--- src/rtl/schb_map.svh ---
// Constants of the sealing control bit handler: timing, limits, error codes, APB register offsets.
`ifndef SCHB_MAP_SVH
`define SCHB_MAP_SVH
`define SCHB_CLK_HZ        40000000
`define SCHB_POWERUP_S     10
`define SCHB_INIT_MS       500
`define SCHB_CAL_MIN_S     10
`define SCHB_BLINK_HZ      4
`define SCHB_CAL_TEMP_MAX  10'd40
`define SCHB_HEAT_MARGIN   10'd20
`define SCHB_RANGE_LO_MAX  10'd300
`define SCHB_RANGE_HI_MAX  10'd500
`define SCHB_CAL_RETRIES   2'd3
`define SCHB_ERR_TOO_HOT   10'd115
`define SCHB_ERR_FLUCT     10'd116
`define SCHB_ERR_CAL_FAIL  10'd117
`define SCHB_ZERO_OUT      16'h0000
// APB register byte offsets.
`define SCHB_OFF_CTRL      12'h000
`define SCHB_OFF_STATUS    12'h004
`define SCHB_OFF_ACTUAL    12'h008
`define SCHB_OFF_ERROR     12'h00c
`define SCHB_OFF_SETPT     12'h010
`define SCHB_OFF_DRIFT     12'h014
`define SCHB_OFF_CONFIG    12'h018
`endif

--- src/rtl/schb_pkg.sv ---
// Types shared by the sealing control bit handler.
package schb_pkg;
   typedef enum logic [1:0] {schb_idle_s, schb_wait_s, schb_cal_s} schb_cal_state_type;

   // Control word bits from the fieldbus master.
   typedef struct packed {
      logic [2:0] set_sel;
      logic       reference_calibrate;
      logic       measure_hold;
      logic       clear_fault_request;
      logic       heat_request;
      logic       autozero_request;
   } schb_ctrl_type;

   // Measurement-side inputs from the element front end.
   typedef struct packed {
      logic [15:0] actual;
      logic        cooling_fast;
      logic        temp_fluct;
      logic        cal_done;
      logic        cal_fail;
      logic [31:0] resistance;
      logic        system_ok;
      logic        alarm;
      logic [9:0]  err_no;
   } schb_meas_type;
endpackage

--- src/rtl/schb_top.sv ---
// Sealing control bit handler: control word interpreter with APB registers.
`timescale 1ns/1ps
`default_nettype none
`include "schb_map.svh"

// What this block does
// - With variable cal temperature, take setpoint 0..40 C at each zero calibration.
// - Raise error 115 if cal temperature over 40 C, 116 if it fluctuates.
// - Calibration runs about 10 to 15 seconds with no heating.
// - During calibration assert cal_running, light indicator, force actual output to zero.
// - On fluctuation retry calibration at most twice (three attempts in all), then report error.
// - Refuse calibration for 10 s after power-on, asserting cal_inhibited.
// - Defer calibration while cooling faster than 0.1 K/s, start once slower.
// - No calibration while heat_request or clear_fault_request; flash calibration indicator.
// - Block calibration on early or severe errors depending on prior good operation.
// - Flash calibration indicator at 4 Hz when inhibited and requested.
// - Ignore heat_request on cal, alarm, clear_fault or low setpoint; flash heat LED.
// - Heat request during warning errors switches alarm output on, starts no new heating.
// - clear_fault_request rejects requests, stops power and impulses, keeps running cal.
// - While clear_fault_request, force actual output to zero and assert hold_ack.
// - After clear_fault_request release, run 500 ms initialisation before sealing.
// - measure_hold stops impulses and holds actual value; other requests have priority.
// - Clearing measure_hold resumes at once; setting it never clears alarms.
// - Ignore measure_hold until the power-on system check passes.
// - reference_calibrate runs calibration and stores resistance as drift reference.
// - Three bits select one of eight sets; calibration keeps its starting set.
// - Clamp setpoint to 300 C or 500 C by temperature range.
// - Without cyclic data treat control bits except set_sel as zero, keep running sealing.
// - Assert hold_ack while clear_fault or measure_hold is accepted.
module schb_top #(
   parameter int unsigned POWERUP_CYC = `SCHB_POWERUP_S * `SCHB_CLK_HZ,
   parameter int unsigned INIT_CYC    = (`SCHB_INIT_MS * (`SCHB_CLK_HZ / 1000)),
   parameter int unsigned CAL_CYC     = `SCHB_CAL_MIN_S * `SCHB_CLK_HZ,
   parameter int unsigned BLINK_CYC   = `SCHB_CLK_HZ / (2 * `SCHB_BLINK_HZ)
) (
   // Clock and reset.
   input  wire logic                  pclk,
   input  wire logic                  presetn,
   // APB slave.
   input  wire logic                  psel,
   input  wire logic                  penable,
   input  wire logic                  pwrite,
   input  wire logic [11:0]           paddr,
   input  wire logic [31:0]           pwdata,
   output logic      [31:0]           prdata,
   output logic                       pready,
   output logic                       pslverr,
   // Element front end, same clock.
   input  wire schb_pkg::schb_meas_type meas,
   // Device outputs.
   output logic                       heat_enable,
   output logic                       impulse_enable,
   output logic                       alarm_out,
   output logic                       cal_led,
   output logic                       heat_led,
   output logic [15:0]                actual_out
);
   import schb_pkg::*;

   // =====================================================================
   // State.
   typedef struct packed {
      schb_ctrl_type      ctrl;
      logic               cyc_valid;
      logic [9:0]         setpt;
      logic               var_cal_temp;
      logic               range_hi;
      logic [9:0]         cal_temp;
      schb_cal_state_type cst;
      logic               cal_is_ref;
      logic [2:0]         cal_set;
      logic [2:0]         act_set;
      logic [1:0]         tries;
      logic [31:0]        cal_cnt;
      logic [31:0]        pwr_cnt;
      logic [31:0]        init_cnt;
      logic [31:0]        blink_cnt;
      logic               blink;
      logic               sys_ok;
      logic               good_once;
      logic               rf_d;
      logic               heating;
      logic               warn_alarm;
      logic [9:0]         cal_err;
      logic [31:0]        ref_res;
      logic [31:0]        drift;
      logic [15:0]        held;
      logic [31:0]        prdata;
      logic               pready;
      logic               pslverr;
      logic               heat_led;
      logic               cal_led;
      logic [15:0]        actual;
      logic               heat_en;
      logic               imp_en;
      logic               alarm;
   } schb_state_type;

   schb_state_type s_r, s_nxt;

   // =====================================================================
   // Error classes.
   function automatic logic in_rng(input logic [9:0] e, input logic [9:0] lo, input logic [9:0] hi);
      return (e >= lo) && (e <= hi);
   endfunction

   logic       pwr_block, hard_err, early_err, warn_err, hold_ok, cal_block;
   logic       cal_req, heat_ok, rf_hold, meas_hold;
   logic [9:0] clamp_sp;
   logic       wr, rd;

   always_comb begin
      hard_err  = in_rng(meas.err_no, 10'd201, 10'd203) || in_rng(meas.err_no, 10'd900, 10'd999);
      early_err = in_rng(meas.err_no, 10'd101, 10'd103);
      warn_err  = in_rng(meas.err_no, 10'd104, 10'd106) || in_rng(meas.err_no, 10'd111, 10'd114)
                  || meas.err_no == 10'd211 || meas.err_no == 10'd302 || meas.err_no == 10'd303;
   end

   // Request decoding; missing cyclic data reads as all-zero control bits.
   always_comb begin
      pwr_block = s_r.pwr_cnt != 32'd0;
      cal_req   = s_r.cyc_valid && (s_r.ctrl.autozero_request || s_r.ctrl.reference_calibrate);
      rf_hold   = s_r.cyc_valid && s_r.ctrl.clear_fault_request;
      meas_hold = s_r.cyc_valid && s_r.ctrl.measure_hold && s_r.sys_ok && !rf_hold
                  && !s_r.ctrl.heat_request && s_r.cst == schb_idle_s;
      cal_block = pwr_block || (s_r.cyc_valid && s_r.ctrl.heat_request) || rf_hold
                  || hard_err || (!s_r.good_once && early_err);
      clamp_sp  = s_r.range_hi ? ((s_r.setpt > `SCHB_RANGE_HI_MAX) ? `SCHB_RANGE_HI_MAX : s_r.setpt)
                               : ((s_r.setpt > `SCHB_RANGE_LO_MAX) ? `SCHB_RANGE_LO_MAX : s_r.setpt);
      heat_ok   = s_r.cst == schb_idle_s && !meas.alarm && !rf_hold && s_r.init_cnt == 32'd0
                  && clamp_sp > s_r.cal_temp + `SCHB_HEAT_MARGIN;
      hold_ok   = rf_hold || meas_hold;
      wr        = psel && penable && pwrite;
      rd        = psel && !penable && !pwrite;
   end

   // =====================================================================
   // Next state.
   always_comb begin
      s_nxt = s_r;
      s_nxt.pready  = psel && !penable;
      s_nxt.pslverr = 1'b0;
      // Register writes take effect in the access phase.
      if (wr) begin
         case (paddr)
            `SCHB_OFF_CTRL: begin
               s_nxt.ctrl      = pwdata[7:0];
               s_nxt.cyc_valid = pwdata[8];
            end
            `SCHB_OFF_SETPT:  s_nxt.setpt = pwdata[9:0];
            `SCHB_OFF_CONFIG: begin
               s_nxt.var_cal_temp = pwdata[0];
               s_nxt.range_hi     = pwdata[1];
            end
            default: s_nxt.pslverr = 1'b0;
         endcase
      end
      if (rd) begin
         case (paddr)
            `SCHB_OFF_CTRL:   s_nxt.prdata = {23'h0, s_r.cyc_valid, s_r.ctrl};
            // Status: bit0 cal_running, 1 cal_inhibited, 2 hold_ack, 5:3 active set.
            `SCHB_OFF_STATUS: s_nxt.prdata = {26'h0, s_r.act_set, hold_ok,
                                              cal_block, s_r.cst == schb_cal_s};
            `SCHB_OFF_ACTUAL: s_nxt.prdata = {16'h0, s_r.actual};
            `SCHB_OFF_ERROR:  s_nxt.prdata = {22'h0, s_r.cal_err};
            `SCHB_OFF_SETPT:  s_nxt.prdata = {22'h0, clamp_sp};
            `SCHB_OFF_DRIFT:  s_nxt.prdata = s_r.drift;
            `SCHB_OFF_CONFIG: s_nxt.prdata = {30'h0, s_r.range_hi, s_r.var_cal_temp};
            default:          s_nxt.prdata = 32'h0;
         endcase
      end
      if (s_r.pwr_cnt != 32'd0) s_nxt.pwr_cnt = s_r.pwr_cnt - 32'd1;
      if (meas.system_ok) s_nxt.sys_ok = 1'b1;
      s_nxt.rf_d = rf_hold;
      if (rf_hold) s_nxt.init_cnt = INIT_CYC;
      else if (s_r.init_cnt != 32'd0) s_nxt.init_cnt = s_r.init_cnt - 32'd1;
      if (s_r.blink_cnt == 32'd0) begin
         s_nxt.blink_cnt = BLINK_CYC - 1;
         s_nxt.blink     = !s_r.blink;
      end else begin
         s_nxt.blink_cnt = s_r.blink_cnt - 32'd1;
      end
      // Calibration sequencer.
      case (s_r.cst)
         schb_idle_s: if (cal_req && !cal_block) begin
            s_nxt.cst        = schb_wait_s;
            s_nxt.cal_is_ref = s_r.ctrl.reference_calibrate;
            s_nxt.tries      = 2'd0;
            s_nxt.cal_set    = s_r.ctrl.set_sel;
            s_nxt.act_set    = s_r.ctrl.set_sel;
            if (s_r.var_cal_temp) begin
               if (s_r.setpt > `SCHB_CAL_TEMP_MAX) begin
                  s_nxt.cst     = schb_idle_s;
                  s_nxt.cal_err = `SCHB_ERR_TOO_HOT;
               end else begin
                  s_nxt.cal_temp = s_r.setpt;
               end
            end
         end
         schb_wait_s: if (!cal_req || cal_block) begin
            s_nxt.cst = schb_idle_s;
         end else if (!meas.cooling_fast) begin
            s_nxt.cst     = schb_cal_s;
            s_nxt.cal_cnt = CAL_CYC;
            s_nxt.cal_err = 10'd0;
         end
         schb_cal_s: begin
            if (s_r.cal_cnt != 32'd0) s_nxt.cal_cnt = s_r.cal_cnt - 32'd1;
            if (s_r.var_cal_temp && s_r.setpt != s_r.cal_temp) begin
               s_nxt.cst     = schb_idle_s;
               s_nxt.cal_err = `SCHB_ERR_FLUCT;
            end else if (meas.temp_fluct || meas.cal_fail) begin
               if (s_r.tries == `SCHB_CAL_RETRIES - 2'd1) begin
                  s_nxt.cst     = schb_idle_s;
                  s_nxt.cal_err = `SCHB_ERR_CAL_FAIL;
               end else begin
                  s_nxt.tries   = s_r.tries + 2'd1;
                  s_nxt.cal_cnt = CAL_CYC;
               end
            end else if (meas.cal_done && s_r.cal_cnt == 32'd0) begin
               s_nxt.cst       = schb_idle_s;
               s_nxt.good_once = 1'b1;
               if (s_r.cal_is_ref) s_nxt.ref_res = meas.resistance;
               else s_nxt.drift = meas.resistance - s_r.ref_res;
            end
         end
         default: s_nxt.cst = schb_idle_s;
      endcase
      // the set in use stays latched from acceptance to the end of calibration.
      if (s_nxt.cst == schb_idle_s) s_nxt.act_set = s_r.ctrl.set_sel;
      else s_nxt.act_set = s_nxt.cal_set;
      // heating path; ignore missing data only for an ongoing seal.
      if (!s_r.heating)
         s_nxt.heating = s_r.cyc_valid && s_r.ctrl.heat_request && heat_ok && !warn_err;
      else if ((s_r.cyc_valid && !s_r.ctrl.heat_request) || meas.alarm || rf_hold)
         s_nxt.heating = 1'b0;
      // a clean heating cycle counts as correct operation; a set flag is never cleared.
      if (s_r.heating && !meas.alarm) s_nxt.good_once = 1'b1;
      s_nxt.warn_alarm = warn_err && s_r.cyc_valid && s_r.ctrl.heat_request;
      s_nxt.heat_led = s_r.heating
                       || (s_r.cyc_valid && s_r.ctrl.heat_request && !heat_ok && s_r.blink);
      s_nxt.cal_led = (s_r.cst == schb_cal_s) || (cal_req && cal_block && s_r.blink);
      if (s_r.cst == schb_cal_s || rf_hold) s_nxt.actual = `SCHB_ZERO_OUT;
      else if (meas_hold) s_nxt.actual = s_r.held;
      else begin
         s_nxt.actual = meas.actual;
         s_nxt.held   = meas.actual;
      end
      // power and impulses; the relay also trips for a warning with a heat request.
      s_nxt.heat_en = s_nxt.heating && s_nxt.cst == schb_idle_s;
      s_nxt.imp_en  = !rf_hold && !meas_hold;
      s_nxt.alarm   = (meas.alarm && !warn_err) || s_nxt.warn_alarm;
   end

   // State register.
   always_ff @(posedge pclk or negedge presetn) begin
      if (!presetn) begin
         s_r          <= '0;
         s_r.pwr_cnt  <= POWERUP_CYC;
         s_r.cal_temp <= 10'd20;
      end else begin
         s_r <= s_nxt;
      end
   end

   // Outputs come straight from the state register.
   assign heat_enable    = s_r.heat_en;
   assign impulse_enable = s_r.imp_en;
   assign alarm_out      = s_r.alarm;
   assign prdata     = s_r.prdata;
   assign pready     = s_r.pready;
   assign pslverr    = s_r.pslverr;
   assign cal_led    = s_r.cal_led;
   assign heat_led   = s_r.heat_led;
   assign actual_out = s_r.actual;
endmodule
`default_nettype wire

--- config.mk ---
export PLATFORM = sky130hd
export DESIGN_NAME = schb_top
export DESIGN_NICKNAME = d
export VERILOG_FILES = /design/src/rtl/schb_pkg.sv /design/src/rtl/schb_top.sv
export VERILOG_INCLUDE_DIRS = /design/src /design/src/rtl
export SDC_FILE = /design/constraint.sdc
export NUM_CORES = 1
export LEC_CHECK = 0
export ABC_CLOCK_PERIOD_IN_PS = 3200
export BUFFER_PORTS_ARGS = -buffer_cell sky130_fd_sc_hd__buf_2
export CORE_AREA = 2 2 237 239
export DETAILED_ROUTE_END_ITERATION = 6
export DIE_AREA = 0 0 239 241
export GPL_TIMING_DRIVEN = 0
export PLACE_DENSITY = 0.51
export SYNTH_ARGS = -nofsm -noshare
export SYNTH_HDL_FRONTEND = slang
export SYNTH_SLANG_ARGS = --single-unit
--- constraint.sdc ---
create_clock -name pclk -period 3.2 [get_ports pclk]
set_input_delay 0.48 -clock pclk [delete_from_list [all_inputs] [get_ports pclk]]
set_output_delay 0.48 -clock pclk [all_outputs]
set_load 0.05 [all_outputs]
## Yosys cells after proc, flatten, opt, wreduce, memory -nomap -nowiden

Index checks and enable logic that the tools add are counted.

| operators by class | value |
|---|---|
| equal/unequal tests | 25 |
| muxes and demuxes | 45 |
| reduce and logical (&&, ||, !) cells | 95 |
| divide/modulo/power cells | 0 |
| shift operators | 0 |
| add/subtract/negate cells | 7 |
| magnitude comparators | 14 |
| multiply operators | 0 |
| bitwise gates (word level) | 4 |

Operators by type and width:

| operator | number |
|---|---|
| $pmux W32 S7 | 1 |
| $mux W32 | 6 |
| $sub A32 B1 Y32 const B | 4 |
| $mux W10 | 11 |
| $mux W34 | 3 |
| $logic_not A32 Y1 | 3 |
| $reduce_bool A32 Y1 | 3 |
| $pmux W32 S2 | 1 |
| $logic_and A1 B1 Y1 | 38 |
| $eq A12 B5 Y1 const B | 3 |
| $mux W16 | 2 |
| $sub A32 B32 Y32 | 1 |
| $ge A10 B7 Y1 const B | 3 |
| $le A10 B7 Y1 const B | 3 |
| $pmux W10 S3 | 1 |
| $eq A12 B4 Y1 const B | 2 |
| $eq A10 B9 Y1 const B | 2 |
| $gt A10 B9 Y1 const B | 2 |
| $logic_or A1 B1 Y1 | 19 |
| $reduce_and A5 Y1 | 3 |
| $eq A12 B3 Y1 const B | 1 |
| $logic_not A1 Y1 | 12 |
| $logic_not A12 Y1 | 1 |
| $mux W2 | 6 |
| 29 further kinds | 59 |

| word-level totals | value |
|---|---|
| output and inout port bits | 55 |
| word-level logic and storage cells | 226 |
| memories kept | 0 |
| bits in writable memories | 0 |
| bits in registers | 318 |
| bits of input ports | 113 |
| latch bits | 0 |
| memory bits (read-only) | 0 |

## Logic depth before layout (Yosys ltp)

| logic depth | value |
|---|---|
| depth in word-level cells | 11 |
| gate-level depth with buffers | 16 |
| mapped depth without buffers | 15 |

## Least setup slack after synthesis

OpenSTA, ideal clock, no wires.

| timing | value |
|---|---|
| kind | flip-flop to flip-flop |
| start | reg s_r[305] (netlist bit) |
| end | reg s_r (netlist bit heat_enable) |
| cell stages (with the launch flop) | 16 |
| clock period less this slack | 3.022 ns |
| library setup time | 0.073 ns |
| path slack | 0.178 ns |
| required time | 3.127 ns |
| data arrival time | 2.949 ns |
| buffers on the path | 1 |
| path through | dfrtp_1 -> clkbuf_1 -> a21oi_1 -> o21ai_0 -> a21oi_1 -> or2_2 -> nor2_1 -> nor2_1 -> ha_1 -> nand4_1 -> or2_2 -> nor2_1 -> a2111oi_0 -> or3_1 -> o21ai_0 -> nor2b_1 |

RTL lines:

| item | line | text |
|---|---|---|
| start: declaration | schb_top.sv:99 | `schb_state_type s_r, s_nxt;` |
| start signal: assignment | schb_top.sv:262 | `s_r <= s_nxt;` |

## Worst setup path after layout

| timing | value |
|---|---|
| start | reg s_r[257] (netlist bit) |
| end | reg s_r[95] (netlist bit) |

| between the ends | value |
|---|---|
| longest elaborated chain between the ends | 3 |

RTL lines:

| item | line | text |
|---|---|---|
| $logic_not A32 Y1 | schb_top.sv:220 | `end else if (meas.cal_done && s_r.cal_cnt == 32'd0) begin` |
| $logic_and A1 B1 Y1 | schb_top.sv:220 |  |
| $reduce_and A5 Y1 (no source line) | -- |  |

Every way passes these cells.
A chain may end at the register's enable or synchronous reset.

==> metrics.md <==
| Metric | Value |
|---|---|
| Layout area overhead | `21.6%` |
| CP startpoint kind | `register` |
| Top FF cell, synth | `dfrtp_1` |
| Tcrit/Tclk final | `98.9%` |
| Multi-input logic area | `approximately 0.008 mm²` |
| Flops & latches, synth | `312` |
| Congestion Overflow GR | `0` |
| Hold Path Class | `input pin to register` |
| Static leakage | `9.33 nW` |
| Vias | `roughly 13,000` |
| CTS max path bufs | `3` |
| Hpwl dp | `33,000 µm` |
| CP required | `3.63 ns` |
| Max_cap viols | `0` |
| DRC | `0` |
| CP Class | `register to register` |
| Die Area | `0.0576 mm²` |
| Number of antenna violations at the first check in global routing | `2` |
| Net count, final | `2,041` |
| Worst path buffer plus inverter count | `0` |
| First DRT Iteration DRCs | `762` |
| Cts bufs inserted | `39` |
| Syn avg cell area | `9.80 µm²` |
| Slowest cell delay on critical path | `0.52 ns` |
| Crit path max-delay cell type | `or4_4` |
| Critical Path End Type | `register` |
| Mapped Area | `0.0164 mm²` |
| CORE AREA | `between 0.05 and 0.06 mm²` |
| First drt pass iteration count | `7` |
| Slew @ Worst Pin | `1.10 ns` |
| # fillers | `5,577` |
| Final setup violation count | `0` |
| Gate Count Post-Synth | `1,670` |
| Design area | `0.0199 mm²` |
| Inst Count DP | `2,519` |
| CP arrival | `3.59 ns` |
| Antenna Nets Post-Route | `0` |
| Port Buffers | `141` |
| Largest net degree at the start of global routing | `116` |
| Post-Route WL | `44,200 µm` |
| Io pins | `168` |
| Placer Congestion | `0.847` |
| Min Tclk post-route | `~3.2 ns` |
| Clock skew | `0.0110 ns` |
| Worst skew pair latency | `0.55 ns` |
| DIE HEIGHT | `241 µm` |
| Leading area contributor after synthesis | `dfrtp_1` |
| Asr flop ratio synth | `100%` |
| Synth top cells by count | `dfrtp_1, nand2_1, nor2_1, xnor2_1, a21oi_1` |
| Routed vias/inst | `4.90` |
| Largest delay contributor family on the critical path | `simple AND/OR/NAND/NOR gates` |
| GRT Util Overall | `15.5%` |
| Seq/Total Area, Yosys | `47.8%` |
| Wire per inst | `16.9 µm` |
| Worst VDD drop | `307 µV` |
| Post-synth cell types | `78` |
| RSZ-0062 raised after global routing | `true` |
| Rows | `86` |
| Worst-path clk slew | `0.06 ns` |
| Crit-path max FO | `5` |
| Synth Warn # | `0` |
| Post-synth EDFFs | `0` |
| Top area cells in the synthesized netlist | `dfrtp_1, nand2_1, xnor2_1` |
| Outcome | `finished, final reports clean` |
| Slew HR | `25.5%` |
| Placed Area | `approximately 0.018 mm²` |
| Horiz. Die Dim | `approximately 240 µm` |
| CP cell instances | `or4_1, or4_4, or3b_4, nor3_4, nand4_1, or3_4, mux2_4` |
| Max Clk Rate | `316 MHz` |
| Count leader, synth | `dfrtp_1` |
| Vias in the first global route | `12,600` |
| Area share of the largest cell type after synthesis | `45.5%` |
| Pwr/cell area | `approximately 500 mW/mm²` |
| First-pass GRT wire length | `70,200 µm` |
| TritonCTS Sinks | `around 310` |
| Fin. Hold Viols | `0` |
| CTS tree | `built` |
| Layout cells sized above 1 | `22.7%` |
| Clock Tree Root | `clkbuf_16` |
| Fin cells | `2,609` |
| Initial core utilization | `29.8%` |
| H-tree Lvls | `2` |
| Final Slew Violations | `0` |
| Register area | `0.00784 mm²` |
==> logic make-up after synthesis <==
logic type	synth area share, %
other cells	0.0229
compound gates	11.0
flops	47.8
mux	5.90
xor+xnor	7.11
simple gates	19.0
buf+inv	5.12
fa+ha+maj	4.10
==> per-layer routing <==
layer / part of all wire [%] / global-route usage (%)
met2: 45 / 24.6
met1: 48 / 21.4
met3: 4.5 / 2.80
met4: 2.7 / 5.28
met5: 0 / 0
==> per-stage QoR <==
stage | TNS (ns) | setup slack [ns] | total power, mW | hold slack [ns] | utilization, %
5_1_grt | -0.113 | -0.0603 | 10.4 | 0.114 | 36.3
6_report | 0 | 0.0364 | 9.96 | 0.138 | 36.3
3_5_place_dp | -43.99 | -0.735 | 5.39 | 0.458 | 32.9
3_3_place_gp | -1411.40 | -4.50 | 5.36 | 0.457 | 32.7
4_1_cts | -0.0109 | -0.00615 | 10.1 | 0.105 | 35.7
2_1_floorplan | 0 | 0.178 | 5.02 | 0.184 | -
==> area by class of cell <==
cell class                      count  area share, %
Multi-Input combinational cell   1189           40.3
Sequential cell                   312           39.4
Clock buffer                       58           5.73
Timing Repair Buffer              170           4.98
Tap cell                          704           4.42
Buffer                             99           3.00
Inverter                           64           1.21
Clock inverter                     12          0.981
Antenna cell                        1         0.0126
==> report_power, final <==
group	switching, mW	internal, mW	total [mW]
logic	0.619	0.417	1.04
clock network	1.72	2.87	4.58
registers	0.198	4.14	4.34
==> worst paths after layout <==
kind                       startpoint  cells past startpoint  slack (ns)    endpoint
max                          s_r[257]                      7        0.04     s_r[95]
min                          meas[11]                      2        0.14    s_r[149]
max reg2reg                  s_r[257]                      7        0.04     s_r[95]
min reg2reg                prdata[17]                      2        0.46  prdata[17]
max in group asynchronous     presetn                      3        1.60    s_r[123]
min in group asynchronous     presetn                      2        0.56    s_r[224]
==> sequential cells by signal, indices dropped and copies added, names as in the netlist <==
| name | count |
|---|---|
| actual_out | 16 |
| impulse_enable | 1 |
| s_r | 258 |
| prdata | 32 |
| cal_led | 1 |
| alarm_out | 1 |
| heat_enable | 1 |
| heat_led | 1 |
| pready | 1 |
==> repair_timing <==
item / CTS / global route
gates resized for setup: 49 / 47
endpoints found under the setup margin: 119 / 123
pin swaps: 8 / 16
hold buffers: 1 / 0
setup buffers: 9 / 16
hold endpoints to repair: 15 / 0
==> cells in the final DEF, fill, tap and decap left out, types with 18 or more instances in the layout <==
master | Yosys | final
dfrtp_1 | 298 | 290
nand2_1 | 210 | 208
buf_2 | 7 | 144
nor2_1 | 114 | 109
xnor2_1 | 78 | 78
buf_4 | 49 | 76
a21oi_1 | 77 | 74
o21ai_0 | 71 | 66
inv_1 | 64 | 63
xor2_1 | 55 | 55
ha_1 | 52 | 52
nand3_1 | 51 | 50
mux2_2 | 50 | 50
clkbuf_1 | 45 | 46
nor3_1 | 47 | 43
clkbuf_16 | 0 | 41
o21ai_1 | 30 | 33
mux2_1 | 34 | 33
or3_1 | 37 | 31
nand4_1 | 24 | 24
a21o_1 | 18 | 18
No activity file was read; power rests on OpenSTA's default activity.
